<file path="src/itc_pkg.sv">
// Package: register map, field positions and constants of the I2C timeout counter
package itc_pkg;
    // ------------------------------------------------------------
    // Register indices and byte addresses
    // ------------------------------------------------------------
    localparam logic [7:0]  CLOCK_RATE_INDEX    = 8'hbe;
    localparam logic [7:0]  TIMEOUT_CTRL_INDEX  = 8'hbf;
    localparam logic [7:0]  SERIAL_CTRL_INDEX   = 8'hc0;
    localparam int          ADDR_W              = 12;
    localparam logic [11:0] CLOCK_RATE_ADDR     = {2'h0, CLOCK_RATE_INDEX, 2'h0};
    localparam logic [11:0] TIMEOUT_CTRL_ADDR   = {2'h0, TIMEOUT_CTRL_INDEX, 2'h0};
    localparam logic [11:0] SERIAL_CTRL_ADDR    = {2'h0, SERIAL_CTRL_INDEX, 2'h0};
    localparam logic [11:0] IRQ_STATUS_ADDR     = 12'h310;
    localparam logic [11:0] IRQ_MASK_ADDR       = 12'h314;

    // ------------------------------------------------------------
    // Field positions
    // ------------------------------------------------------------
    localparam int TO_OVERFLOW_BIT   = 0;
    localparam int TO_QUARTER_BIT    = 1;
    localparam int TO_ENABLE_BIT     = 2;
    localparam int SC_EVENT_BIT      = 3;
    localparam int SC_ENABLE_BIT     = 6;
    localparam int IRQ_OVERFLOW_BIT  = 0;
    localparam int IRQ_EVENT_BIT     = 1;
    localparam int IRQ_W             = 2;

    // ------------------------------------------------------------
    // Reset values and counter constants
    // ------------------------------------------------------------
    localparam logic [7:0]  CLOCK_RATE_RESET    = 8'h00;
    localparam logic [1:0]  IRQ_MASK_RESET      = 2'h0;
    localparam int          COUNT_W             = 14;
    localparam logic [13:0] COUNT_MAX           = 14'h3fff;
    localparam logic [13:0] COUNT_ONE           = 14'h0001;
    localparam logic [1:0]  QUARTER_LAST        = 2'h3;
    localparam logic [1:0]  PRESCALE_ONE        = 2'h1;
    localparam logic [7:0]  IDLE_STATUS_CODE    = 8'hf8;
    localparam logic [7:0]  TIMEOUT_CTRL_MASK   = 8'h07;
endpackage : itc_pkg

</file>
<file path="src/itc_timeout_counter.sv">
// Design: I2C bus timeout counter with APB register access and interrupt
//
// Contract
// - An 8-bit clock-rate register sets the serial clock rate.
// - Counter stays idle while its enable bit (bit 2) is zero.
// - Counter counts only when counter enable and serial function enable are set.
// - Serial event flag set stops the counter and clears it to zero.
// - Bit 1 zero counts every clock; one counts every fourth clock.
// - Overflow of the 14-bit counter sets bit 0; zero until overflow.
// - Set overflow flag raises the I2C interrupt when enabled.
// - Engine sets the serial event flag on each new status code except idle.
// - Serial function enable bit 6 enables function; zero tri-states bus outputs.
//
// Chosen here: register access over APB.
`timescale 1ns/1ns
module itc_timeout_counter
    import itc_pkg::*;
(
    input  wire logic                  clock,
    input  wire logic                  rst,
    input  wire logic                  psel,
    input  wire logic                  penable,
    input  wire logic                  pwrite,
    input  wire logic [itc_pkg::ADDR_W-1:0] paddr,
    input  wire logic [31:0]           pwdata,
    output logic      [31:0]           prdata,
    output logic                       pready,
    output logic                       pslverr,
    input  wire logic                  statusStrobe,
    input  wire logic [7:0]            statusCode,
    input  wire logic                  sclDriveLow,
    input  wire logic                  sdaDriveLow,
    output logic                       sclOut,
    output logic                       sclOe,
    output logic                       sdaOut,
    output logic                       sdaOe,
    output logic [7:0]                 serialClockRate,
    output logic                       serialFunctionEnable,
    output logic                       irq
);
    import itc_pkg::*;

    // ------------------------------------------------------------
    // Address decode
    // ------------------------------------------------------------
    function automatic logic regHit(input logic [ADDR_W-1:0] a, input logic [ADDR_W-1:0] r);
        regHit = (a == r);
    endfunction : regHit

    logic                 apbSetup;
    logic                 apbWrite;
    logic                 mapped;
    logic                 wrRate;
    logic                 wrTimeout;
    logic                 wrSerial;
    logic                 wrIrqStatus;
    logic                 wrIrqMask;

    assign apbSetup    = psel && !penable;
    assign apbWrite    = psel && penable && pwrite;
    assign mapped      = regHit(paddr, CLOCK_RATE_ADDR) || regHit(paddr, TIMEOUT_CTRL_ADDR)
                      || regHit(paddr, SERIAL_CTRL_ADDR) || regHit(paddr, IRQ_STATUS_ADDR)
                      || regHit(paddr, IRQ_MASK_ADDR);
    assign wrRate      = apbWrite && regHit(paddr, CLOCK_RATE_ADDR);
    assign wrTimeout   = apbWrite && regHit(paddr, TIMEOUT_CTRL_ADDR);
    assign wrSerial    = apbWrite && regHit(paddr, SERIAL_CTRL_ADDR);
    assign wrIrqStatus = apbWrite && regHit(paddr, IRQ_STATUS_ADDR);
    assign wrIrqMask   = apbWrite && regHit(paddr, IRQ_MASK_ADDR);

    // Always ready; data is staged in the setup cycle so the answer is a flop
    assign pready  = 1'b1;
    assign pslverr = psel && penable && !mapped;

    // ------------------------------------------------------------
    // Registers and counter state
    // ------------------------------------------------------------
    logic [7:0]         rateReg,      rateNext;
    logic               enableReg,    enableNext;
    logic               quarterReg,   quarterNext;
    logic               overflowReg,  overflowNext;
    logic               ensiReg,      ensiNext;
    logic               eventReg,     eventNext;
    logic [IRQ_W-1:0]   irqStatReg,   irqStatNext;
    logic [IRQ_W-1:0]   irqMaskReg,   irqMaskNext;
    logic [COUNT_W-1:0] countReg,     countNext;
    logic [1:0]         prescaleReg,  prescaleNext;
    logic [31:0]        prdataReg,    prdataNext;
    logic               run;
    logic               tick;
    logic               overflowHit;
    logic               eventSet;

    // Counting needs both enables and no pending serial event
    assign run = enableReg && ensiReg && !eventReg;
    // Quarter rate uses a prescaler enable, never a derived clock
    assign tick = run && (!quarterReg || prescaleReg == QUARTER_LAST);
    assign overflowHit = tick && countReg == COUNT_MAX;
    assign eventSet = statusStrobe && statusCode != IDLE_STATUS_CODE;

    always_comb begin
        rateNext     = rateReg;
        enableNext   = enableReg;
        quarterNext  = quarterReg;
        overflowNext = overflowReg;
        ensiNext     = ensiReg;
        eventNext    = eventReg;
        irqMaskNext  = irqMaskReg;
        irqStatNext  = irqStatReg;
        countNext    = countReg;
        prescaleNext = prescaleReg;
        if (wrRate) begin
            rateNext = pwdata[7:0];
        end
        if (wrTimeout) begin
            enableNext  = pwdata[TO_ENABLE_BIT];
            quarterNext = pwdata[TO_QUARTER_BIT];
            // Only a written zero clears the flag; writing one leaves it alone
            if (!pwdata[TO_OVERFLOW_BIT]) begin
                overflowNext = 1'b0;
            end
        end
        if (wrSerial) begin
            ensiNext = pwdata[SC_ENABLE_BIT];
            if (!pwdata[SC_EVENT_BIT]) begin
                eventNext = 1'b0;
            end
        end
        if (wrIrqMask) begin
            irqMaskNext = pwdata[IRQ_W-1:0];
        end
        if (wrIrqStatus) begin
            irqStatNext = irqStatReg & ~pwdata[IRQ_W-1:0];
        end
        // Hardware sets win over a software clear in the same cycle
        if (eventSet) begin
            eventNext = 1'b1;
            irqStatNext[IRQ_EVENT_BIT] = 1'b1;
        end
        if (overflowHit) begin
            overflowNext = 1'b1;
            irqStatNext[IRQ_OVERFLOW_BIT] = 1'b1;
        end
        if (eventReg) begin
            countNext    = '0;
            prescaleNext = '0;
        end else if (run) begin
            prescaleNext = prescaleReg + PRESCALE_ONE;
            if (tick) begin
                countNext = countReg + COUNT_ONE;
            end
        end else begin
            prescaleNext = '0;
        end
    end

    always_comb begin
        prdataNext = prdataReg;
        if (apbSetup) begin
            prdataNext = '0;
            if (regHit(paddr, CLOCK_RATE_ADDR)) begin
                prdataNext[7:0] = rateReg;
            end else if (regHit(paddr, TIMEOUT_CTRL_ADDR)) begin
                // Upper bits stay zero
                prdataNext[TO_ENABLE_BIT]   = enableReg;
                prdataNext[TO_QUARTER_BIT]  = quarterReg;
                prdataNext[TO_OVERFLOW_BIT] = overflowReg;
            end else if (regHit(paddr, SERIAL_CTRL_ADDR)) begin
                prdataNext[SC_ENABLE_BIT] = ensiReg;
                prdataNext[SC_EVENT_BIT]  = eventReg;
            end else if (regHit(paddr, IRQ_STATUS_ADDR)) begin
                prdataNext[IRQ_W-1:0] = irqStatReg;
            end else if (regHit(paddr, IRQ_MASK_ADDR)) begin
                prdataNext[IRQ_W-1:0] = irqMaskReg;
            end
        end
    end

    always_ff @(posedge clock or posedge rst) begin
        if (rst) begin
            rateReg     <= CLOCK_RATE_RESET;
            enableReg   <= 1'b0;
            quarterReg  <= 1'b0;
            overflowReg <= 1'b0;
            ensiReg     <= 1'b0;
            eventReg    <= 1'b0;
            irqStatReg  <= '0;
            irqMaskReg  <= IRQ_MASK_RESET;
            countReg    <= '0;
            prescaleReg <= '0;
            prdataReg   <= '0;
        end else begin
            rateReg     <= rateNext;
            enableReg   <= enableNext;
            quarterReg  <= quarterNext;
            overflowReg <= overflowNext;
            ensiReg     <= ensiNext;
            eventReg    <= eventNext;
            irqStatReg  <= irqStatNext;
            irqMaskReg  <= irqMaskNext;
            countReg    <= countNext;
            prescaleReg <= prescaleNext;
            prdataReg   <= prdataNext;
        end
    end

    // ------------------------------------------------------------
    // Outputs
    // ------------------------------------------------------------
    assign prdata               = prdataReg;
    assign serialClockRate      = rateReg;
    assign serialFunctionEnable = ensiReg;
    assign irq                  = |(irqStatReg & irqMaskReg);
    // Open-drain pins: released entirely while the function is off
    assign sclOut = 1'b0;
    assign sdaOut = 1'b0;
    assign sclOe  = ensiReg && sclDriveLow;
    assign sdaOe  = ensiReg && sdaDriveLow;
endmodule : itc_timeout_counter

</file>
<file path="config.mk">
export PLATFORM = sky130hd
export DESIGN_NAME = itc_timeout_counter
export DESIGN_NICKNAME = d
export VERILOG_FILES = /design/src/itc_pkg.sv /design/src/itc_timeout_counter.sv
export SDC_FILE = /design/constraint.sdc
export NUM_CORES = 1
export LEC_CHECK = 0
export ABC_CLOCK_PERIOD_IN_PS = 4500
export BUFFER_PORTS_ARGS = -buffer_cell sky130_fd_sc_hd__buf_2
export CAP_MARGIN = 30
export CELL_PAD_IN_SITES_DETAIL_PLACEMENT = 0
export CELL_PAD_IN_SITES_GLOBAL_PLACEMENT = 1
export CORE_MARGIN = 8
export CORE_UTILIZATION = 37
export CTS_CLUSTER_DIAMETER = 120
export CTS_CLUSTER_SIZE = 14
export DETAILED_ROUTE_END_ITERATION = 12
export GPL_TIMING_DRIVEN = 0
export PLACE_DENSITY_LB_ADDON = 0.1
export SYNTH_ARGS = -nofsm -noshare
export SYNTH_HDL_FRONTEND = slang
export SYNTH_SLANG_ARGS = --single-unit
</file>
<file path="constraint.sdc">
create_clock -name clock -period 4.5 [get_ports clock]
set_input_delay 0 -clock clock [delete_from_list [all_inputs] [get_ports clock]]
set_output_delay 0 -clock clock [all_outputs]
set_load 0.1 [all_outputs]
</file>
# Word-level counts from Yosys, hierarchy flattened
# Index checks and enable logic that the tools add are counted.
# classes
n_addsub	2
muxes	27
reduce_logical	35
eq_ne	10
bitwise	3
# ops
cell	n
$eq 12x10->1 const B	5
$mux 14	3
$logic_and 1x1->1	16
$mux 2	8
$mux 1	15
$add 14x1->14 const B	1
$eq 14x14->1 const B	1
$reduce_bool 2->1	6
$ne 8x8->1 const B	1
$reduce_and 2->1	3
$logic_or 1x1->1	5
$and 2x2->2	2
$logic_not 1->1	4
$mux 4	1
$ne 2x1->1 const B	2
$add 2x1->2 const B	1
$eq 2x2->1 const B	1
$not 2->2	1
$reduce_or 2->1	1
# word_totals
output_inout_bits	48
wordCells	89
reg_bits	41

# Depth between registers and ports, before layout
# Gate-level depths: netlist of the first run.
# depth
depth_word	7
mapped_depth	7

# Worst setup path after synthesis of the first run
# No wires, ideal clock.
# synth_timing
kind	reg-to-reg
start	reg ensiReg (netlist: serialFunctionEnable)
end	reg countReg[13]
arrival_ps	2360
setup_time_ps	78
path_stages_with_launch	7
setup_slack_ps	2062
period_less_slack_ps	2438
path_cell_list	dfrtp_1 -> nand2_2 -> buf_6 -> or3_4 -> buf_6 -> or4_1 -> a21oi_1
# synth_via
elab_chain_cells	5
elab_cells_between_ends	6
classes_between	reduce/logical: 6
# synth_lines
item	line_no	text
start, declared	itc_timeout_counter.sv:81	logic ensiReg, ensiNext;
start signal, assigned	itc_timeout_counter.sv:196	ensiReg <= ensiNext;
$logic_and 1x1->1 (*) (2 in a row)	itc_timeout_counter.sv:94	assign run = enableReg && ensiReg && !eventReg;
$logic_and 1x1->1	itc_timeout_counter.sv:96	assign tick = run && (!quarterReg || prescaleReg == QUARTER_LAST);
$reduce_bool 2->1 (no line)	-	
$reduce_and 2->1 (no line) (*)	-	
end signal, assigned	itc_timeout_counter.sv:200	countReg <= countNext;
end, declared	itc_timeout_counter.sv:85	logic [COUNT_W-1:0] countReg, countNext;
# Mark *: on every way between the ends. The rest lies on a longest branch, timed or not.
# A chain may end at the register's enable or synchronous reset.

# Worst setup path in the final report of the first run
# layout_timing
start	reg prescaleReg[0]
end	reg countReg[10]
# layout_via
elab_chain_cells	5
# layout_lines
item	line_no	text
start, declared	itc_timeout_counter.sv:86	logic [1:0] prescaleReg, prescaleNext;
start signal, assigned	itc_timeout_counter.sv:201	prescaleReg <= prescaleNext;
$eq 2x2->1	itc_timeout_counter.sv:96	
$logic_or 1x1->1	itc_timeout_counter.sv:96	
$logic_and 1x1->1	itc_timeout_counter.sv:96	
$reduce_bool 2->1 (no line)	-	
$reduce_and 2->1 (no line)	-	
# Every way passes these cells.

==> results of run 1 <==
==> logic make-up after synthesis <==
group                      count (synthesis)
AOI/OAI and AO/OA                         33
xor gates and xnor gates                   7
adders and majority gates                  2
buffers and inverters                     41
DFF                                       41
muxes                                     14
other                                      2
and+or+nand+nor                           90
==> repair_timing <==
item,CTS,global route
gates resized for setup,0,0
hold endpoints to repair,56,0
endpoints found under the setup margin,0,0
hold buffers,10,0
==> how the worst max path moves through the flow <==
stage | from | endpoint | slack, ps | cells past startpoint
floorplan | serialFunctionEnable | countReg[13] | 2060 | 6
global placement | prescaleReg[0] | countReg[10] | 2480 | 7
detailed placement | prescaleReg[0] | countReg[10] | 2470 | 7
CTS | prescaleReg[0] | countReg[10] | 2450 | 7
global route | prescaleReg[0] | countReg[12] | 2280 | 7
finish | prescaleReg[0] | countReg[10] | 2480 | 7
==> critical path: cells and delay by family (launching register included) <==
kind	cells	cell delay [ps]
compound gates	1	140
fa+ha+maj	1	190
buf+inv	2	330
flops	1	360
simple gates	3	910
==> state kept, by name (all words and copies together), names as in the netlist <==
register	flops
quarterReg	1
serialFunctionEnable	1
enableReg	1
countReg	14
serialClockRate	8
irqStatReg	2
irqMaskReg	2
overflowReg	1
prescaleReg	2
eventReg	1
prdata	8
==> layer usage <==
layer / vias up / share of wire
met5: - / 0
met4: 0 / 0.013
met3: 8 / 0.071
met2: 40 / 0.51
met1: 886 / 0.41
li1: 970 / -
==> power by group through the flow <==
stage | clock network, mW | registers, mW | logic, mW
floorplan | 0 | 0.395 | 0.139
global placement | 0 | 0.379 | 0.184
detailed placement | 0 | 0.379 | 0.184
CTS | 0.239 | 0.372 | 0.191
global route | 0.257 | 0.372 | 0.200
finish | 0.232 | 0.372 | 0.191
==> layout make-up <==
| class | instances | area [um2] |
|---|---|---|
| flip-flops and latches | 41 | 1030 |
| well taps | 77 | 96.3 |
| plain buffers | 36 | 253 |
| multi-input cells | 173 | 1130 |
| clock buffers | 6 | 72.6 |
| repair buffers | 66 | 380 |
| clock inverters | 2 | 10.0 |
| inverters | 5 | 18.8 |
| fillers | 631 | 3220 |
==> layout by cell type, fill, tap and decap left out, drive strengths merged, types with 6 or more instances in the layout <==
cell         Yosys  routed
buf             29      85
dfrtp           41      41
o21ai            7       7
conb             2      27
nand4            6       6
nor2b            6       6
a21oi            7       7
dlygate4sd3      0      10
nand2           14      14
nor4             8       8
mux2            13      13
xnor2            7       7
clkbuf           7      13
nor3b            6       6
o31ai            7       7
or4              6       6
nor2            12      12
==> metrics by stage <==
stage | cells | worst slack [ps] | util | total power, mW
final | 406 | 2480 | 0.481 | 0.795
after global routing | 406 | 2280 | 0.481 | 0.829
after CTS | 406 | 2450 | 0.481 | 0.802
after detailed placement | 388 | 2470 | 0.452 | 0.563
after global placement | 388 | 2480 | 0.452 | 0.563
after floorplan | 255 | 2060 | - | 0.534
==> results_dict.tcl, run 1 <==
set metrics [dict create \
    outcome "finished, final reports clean" \
    cts_buffers 5 \
    avgSynthCellArea_um2 10.1 \
    cp.required_ps 4720 \
    ys_seq_area_frac 0.440 \
    finalSetupTns_ps 0 \
    area_growth_pct 28.0 \
    layout-drive-gt1-share 0.353 \
    port-buffer-count 56 \
    fp.dieW_um 95.4 \
    end_kind "flop" \
    fin_crit_ps 2020 \
    timing.rr.start "prescaleReg[0]" \
    relSlewSlack 0.430 \
    drv_slew 0 \
    holdWs_ps 56.4 \
    post_drt_wl_per_cell_um 13.4 \
    io_pins 108 \
    grt_max_degree 42 \
    synth_common_cells "41 x dfrtp_1, 27 x buf_4, 13 x nand2_1" \
    grt_overflow 0 \
    clockBufferDepth 2 \
    power_frac_comb 0.241 \
    start_kind "flop" \
    ant_nets 0 \
    hold_start "statusCode[2]" \
    powerDensity_nw_per_um2 266 \
    grt_pass1_wl_mm 8.76 \
    hold_end "irqStatReg[1]" \
    numClockSinks 41 \
    path_max_fanout 9 \
    dieArea_um2 9100 \
    use_met1 0.139 \
    hold_viol_final 0 \
    synthFlopType "dfrtp_1" \
    p_int_uw 520 \
    fmax_mhz 495 \
    clk_pin_slew_ps 80 \
    synth_top_family_by_area "simple AND/OR/NAND/NOR gates" \
    min_path_type "input port to flop" \
    cts_setup_buffers 0 \
    grtUsageTotal 0.122 \
    gp_congestion 0.768 \
    fin_skew_ps 4.37 \
    critPathKind "flop to flop" \
    synth_cells 230 \
    htreeDepth 2 \
    antenna_cells 0 \
    met3_usage 0.0315 \
    ys_seq_elements 41 \
    grt_most_used_layer "met2" \
    placed_cell_area_um2 2800 \
    path_cells "ha_1, nor2b_4, clkbuf_2, or3_1, clkbuf_1, or4_1, a21oi_1" \
    slowest_delay_ps 520 \
    clock_latency_ps 290 \
    nets 390 \
    syn-cell-area_um2 2330 \
    root_buffer "clkbuf_8" \
    via_per_inst 4.69 \
    yosysWarnings 0 \
    vias 1904 \
    firstDrtPassIters 4 \
    grt_pass1_vias 1887 \
    post-route-drc-count 0 \
    yosysTopAreaCellShare 0.440 \
    async_reset_ff_frac 1.00 \
    yosysMostFrequentCell "dfrtp_1" \
    wl_mm 5.45 \
    r2r_setup_slack_ps 2480 \
    clkPwrFrac 0.292 \
    finalSetupViolCount 0 \
    ir_drop_mv 0.163 \
    synth_fa_ha_area_frac 0.0107 \
    rows 29 \
    r2r_cells 7 \
    dpl.hpwl_mm 4.17 \
    rsz0062_at_grt "false" \
    yosys.area.top_type "dfrtp_1" \
    arrival_ps 2240 \
    critPathSlowestCell "or4_1" \
    max-cap-violations 0 \
    synth_compound_area_frac 0.0960 \
    final_area_um2 2990 \
    antenna_found_initial 0 \
    yosys-mux-area-fraction 0.0671 \
    use_met2 0.213 \
    synth_xor_area_frac 0.0263 \
    yosys.area_share.simple 0.240 \
    tightest_slew_ps 853 \
    yosysUniqueCellTypes 45 \
    fp.dieH_um 95.4 \
    p_leak_nw 1.43 \
    p_seq_frac 0.468 \
    fin_crit_sh 0.449 \
    p_sw_uw 275 \
    drt_iter0_drc 48 \
    synth.area.top_cells "dfrtp_1 44%, buf_4 8.7%, mux2_2 4.8%, xnor2_1 2.6%, o31ai_1 2.3%" \
    synth_edf_count 0 \
    start_util 0.376 \
    coreArea_um2 6200 \
    swShare 0.345 \
    r2r-end "countReg[10]" \
    hold_depth 4 \
    cts_tree "done" \
]
No activity file was read; power rests on OpenSTA's default activity.
==> run 2, diff against run 1 <==
- ABC_AREA: not set -> 1
- ABC_CLOCK_PERIOD_IN_PS: 4500 -> 2000
- CORE_UTILIZATION: 37 -> 33
- clock period: 4.5 -> 2 ns (I/O delays scaled with it)
==> run 2 against run 1 <==
Clock skew increased by 2.7 ps. Largest power group unchanged. Combinational power increased by 130%. First-iteration DRC count rose by 94%. Fmax up 38%. Utilization is 4.8 points lower.
==> results_dict.tcl, run 2 <==
set metrics [dict create \
    ys_seq_elements 41 \
    p_int_mw 1.17 \
    clock_latency_ps 290 \
    path_cells "ha_1, nand4_1, nor2_1, nand4_1, nor2_1, nand2_1, nand2_1" \
    outcome "finished, final reports clean" \
    power_frac_comb 0.240 \
    firstDrtPassIters 4 \
    placed_cell_area_um2 2940 \
    htreeDepth 2 \
    vias 2189 \
    cts_setup_buffers 0 \
    critPathSlowestCell "dfrtp_1" \
    grt_pass1_wl_mm 10.7 \
    relSlewSlack 0.401 \
    post-route-drc-count 0 \
    synth_xor_area_frac 0.00716 \
    ys_seq_area_frac 0.420 \
    drt_iter0_drc 93 \
    swShare 0.347 \
    antenna_cells 0 \
    regMostFlops "countReg" \
    grt_max_degree 42 \
    rsz0062_at_grt "false" \
    clkPwrFrac 0.295 \
    arrival_ps 1700 \
    synth_edf_count 0 \
    area_growth_pct 27.7 \
    final_area_um2 3120 \
    min_path_type "input port to flop" \
    yosysWarnings 0 \
    pre_cts_slack_ps 537 \
    cts_buffers 5 \
    gp_congestion 0.839 \
    fp.dieH_um 102 \
    finalWorstSetupSlack_ps 535 \
    port-buffer-count 56 \
    rows 31 \
    cp.buffers_inverters 0 \
    fin_crit_sh 0.732 \
    crit_family "simple AND/OR/NAND/NOR gates" \
    p_leak_nw 1.68 \
    hold_depth 4 \
    holdWs_ps 18.2 \
    critPathKind "flop to flop" \
    slowest_delay_ps 390 \
    post_drt_wl_per_cell_um 12.2 \
    avgSynthCellArea_um2 7.62 \
    via_per_inst 4.22 \
    fp.dieW_um 102 \
    max-cap-violations 0 \
    antenna_found_initial 0 \
    tightest_slew_ps 898 \
    hold_viol_final 0 \
    r2r_setup_slack_ps 540 \
    p_sw_uw 622 \
    dieArea_um2 10400 \
    numClockSinks 41 \
    r2r_cells 7 \
    ir_drop_mv 0.236 \
    yosys.area.top_type "dfrtp_1" \
    synthFlopType "dfrtp_1" \
    fmax_mhz 683 \
    yosysUniqueCellTypes 37 \
    grt_pass1_vias 2254 \
    largest_reg_flops 14 \
    wl_mm 6.36 \
    synth_common_cells "79 x nand2_1, 41 x dfrtp_1, 39 x nor2_1" \
    yosysTopAreaCellShare 0.420 \
    start_kind "flop" \
    start_util 0.339 \
    layout_commonest_cell "nand2_1" \
    synth_fa_ha_area_frac 0.0102 \
    dpl.hpwl_mm 5.02 \
    clk_pin_slew_ps 80 \
    synth_cells 321 \
    powerDensity_nw_per_um2 574 \
    path_max_fanout 4 \
    cts_resized 0 \
    p_seq_frac 0.465 \
    cp.required_ps 2230 \
    finalSetupViolCount 0 \
    cts_tree "done" \
    grt_overflow 0 \
    synth_compound_area_frac 0.109 \
    nets 481 \
    syn-cell-area_um2 2440 \
    ant_nets 0 \
    root_buffer "clkbuf_8" \
    final_cell_mix "79 x nand2_1, 57 x buf_2, 41 x dfrtp_1" \
    async_reset_ff_frac 1.00 \
    yosys-mux-area-fraction 0 \
    synth_top_family_by_area "simple AND/OR/NAND/NOR gates" \
    drv_slew 0 \
    coreArea_um2 7210 \
    grtUsageTotal 0.129 \
    fin_crit_ps 1460 \
    end_kind "flop" \
    clockBufferDepth 2 \
    yosys.area_share.simple 0.301 \
    yosysMostFrequentCell "nand2_1" \
    io_pins 108 \
    synth.area.top_cells "dfrtp_1 42%, nand2_1 12%, buf_4 8.3%, nor2_1 6.0%, inv_1 5.4%" \
    finalSetupTns_ps 0 \
    fin_skew_ps 7.06 \
    crit_cells 7 \
    layout-drive-gt1-share 0.255 \
]
==> run 2: power by group through the flow <==
stage / Sequential [mW] / Combinational (mW) / Clock [mW]
after floorplan: 0.870 / 0.331 / 0
after CTS: 0.833 / 0.430 / 0.548
after detailed placement: 0.850 / 0.415 / 0
after global routing: 0.834 / 0.453 / 0.581
final: 0.833 / 0.430 / 0.528
after global placement: 0.850 / 0.413 / 0
==> run 2: path summary, 6_finish.rpt <==
check | start | to
hold / removal | statusCode[5] | irqStatReg[1]
setup / recovery | countReg[0] | overflowReg
min in group asynchronous | rst | prdata[7]
max in group asynchronous | rst | countReg[0]
hold reg to reg | prescaleReg[0] | prescaleReg[0]
setup reg to reg | countReg[0] | overflowReg
==> run 2: per-layer routing <==
layer  up-vias  share of wire  global-route usage  wire length (um)
met5         -              0                   0                 0
li1       1167              -                   -                 -
met2        52           0.51               0.231              3250
met1       964           0.43               0.147              2740
met3         6          0.046              0.0307               293
met4         0          0.011              0.0406                71
==> run 2: through the flow <==
step	instances	utilization	power, mW
finish	519	0.433	1.79
global route	519	0.433	1.87
CTS	519	0.433	1.81
detailed placement	501	0.408	1.26
global placement	501	0.408	1.26
floorplan	346	-	1.20
==> run 2: area by class of cell <==
class,instances,area (um2)
Fill cell,784,4090
Multi-Input combinational cell,237,1150
Sequential cell,41,1030
Timing Repair Buffer,66,380
Buffer,30,223
Inverter,38,143
Tap cell,99,124
Clock buffer,8,80.1
==> run 2: cell families (layout without fill, tap and decap cells) <==
group | count (synthesis) | after routing
buffers and inverters | 68 | 142
AOI/OAI and AO/OA | 44 | 44
other | 2 | 27
DFF | 41 | 41
adders and majority gates | 2 | 2
xor gates and xnor gates | 2 | 2
and+or+nand+nor | 162 | 162
==> run 2: timing repair <==
action                                 CTS  global route
setup endpoints to repair                0             0
endpoints found under the hold margin   55             0
hold buffers                            10             0
==> run 2: worst register-to-register path, stage by stage (launching register included) <==
cell     delay (ps)
dfrtp_1         390
ha_1            210
nand4_1         170
nor2_1          200
nand4_1         140
nor2_1          110
nand2_1         110
nand2_1          80
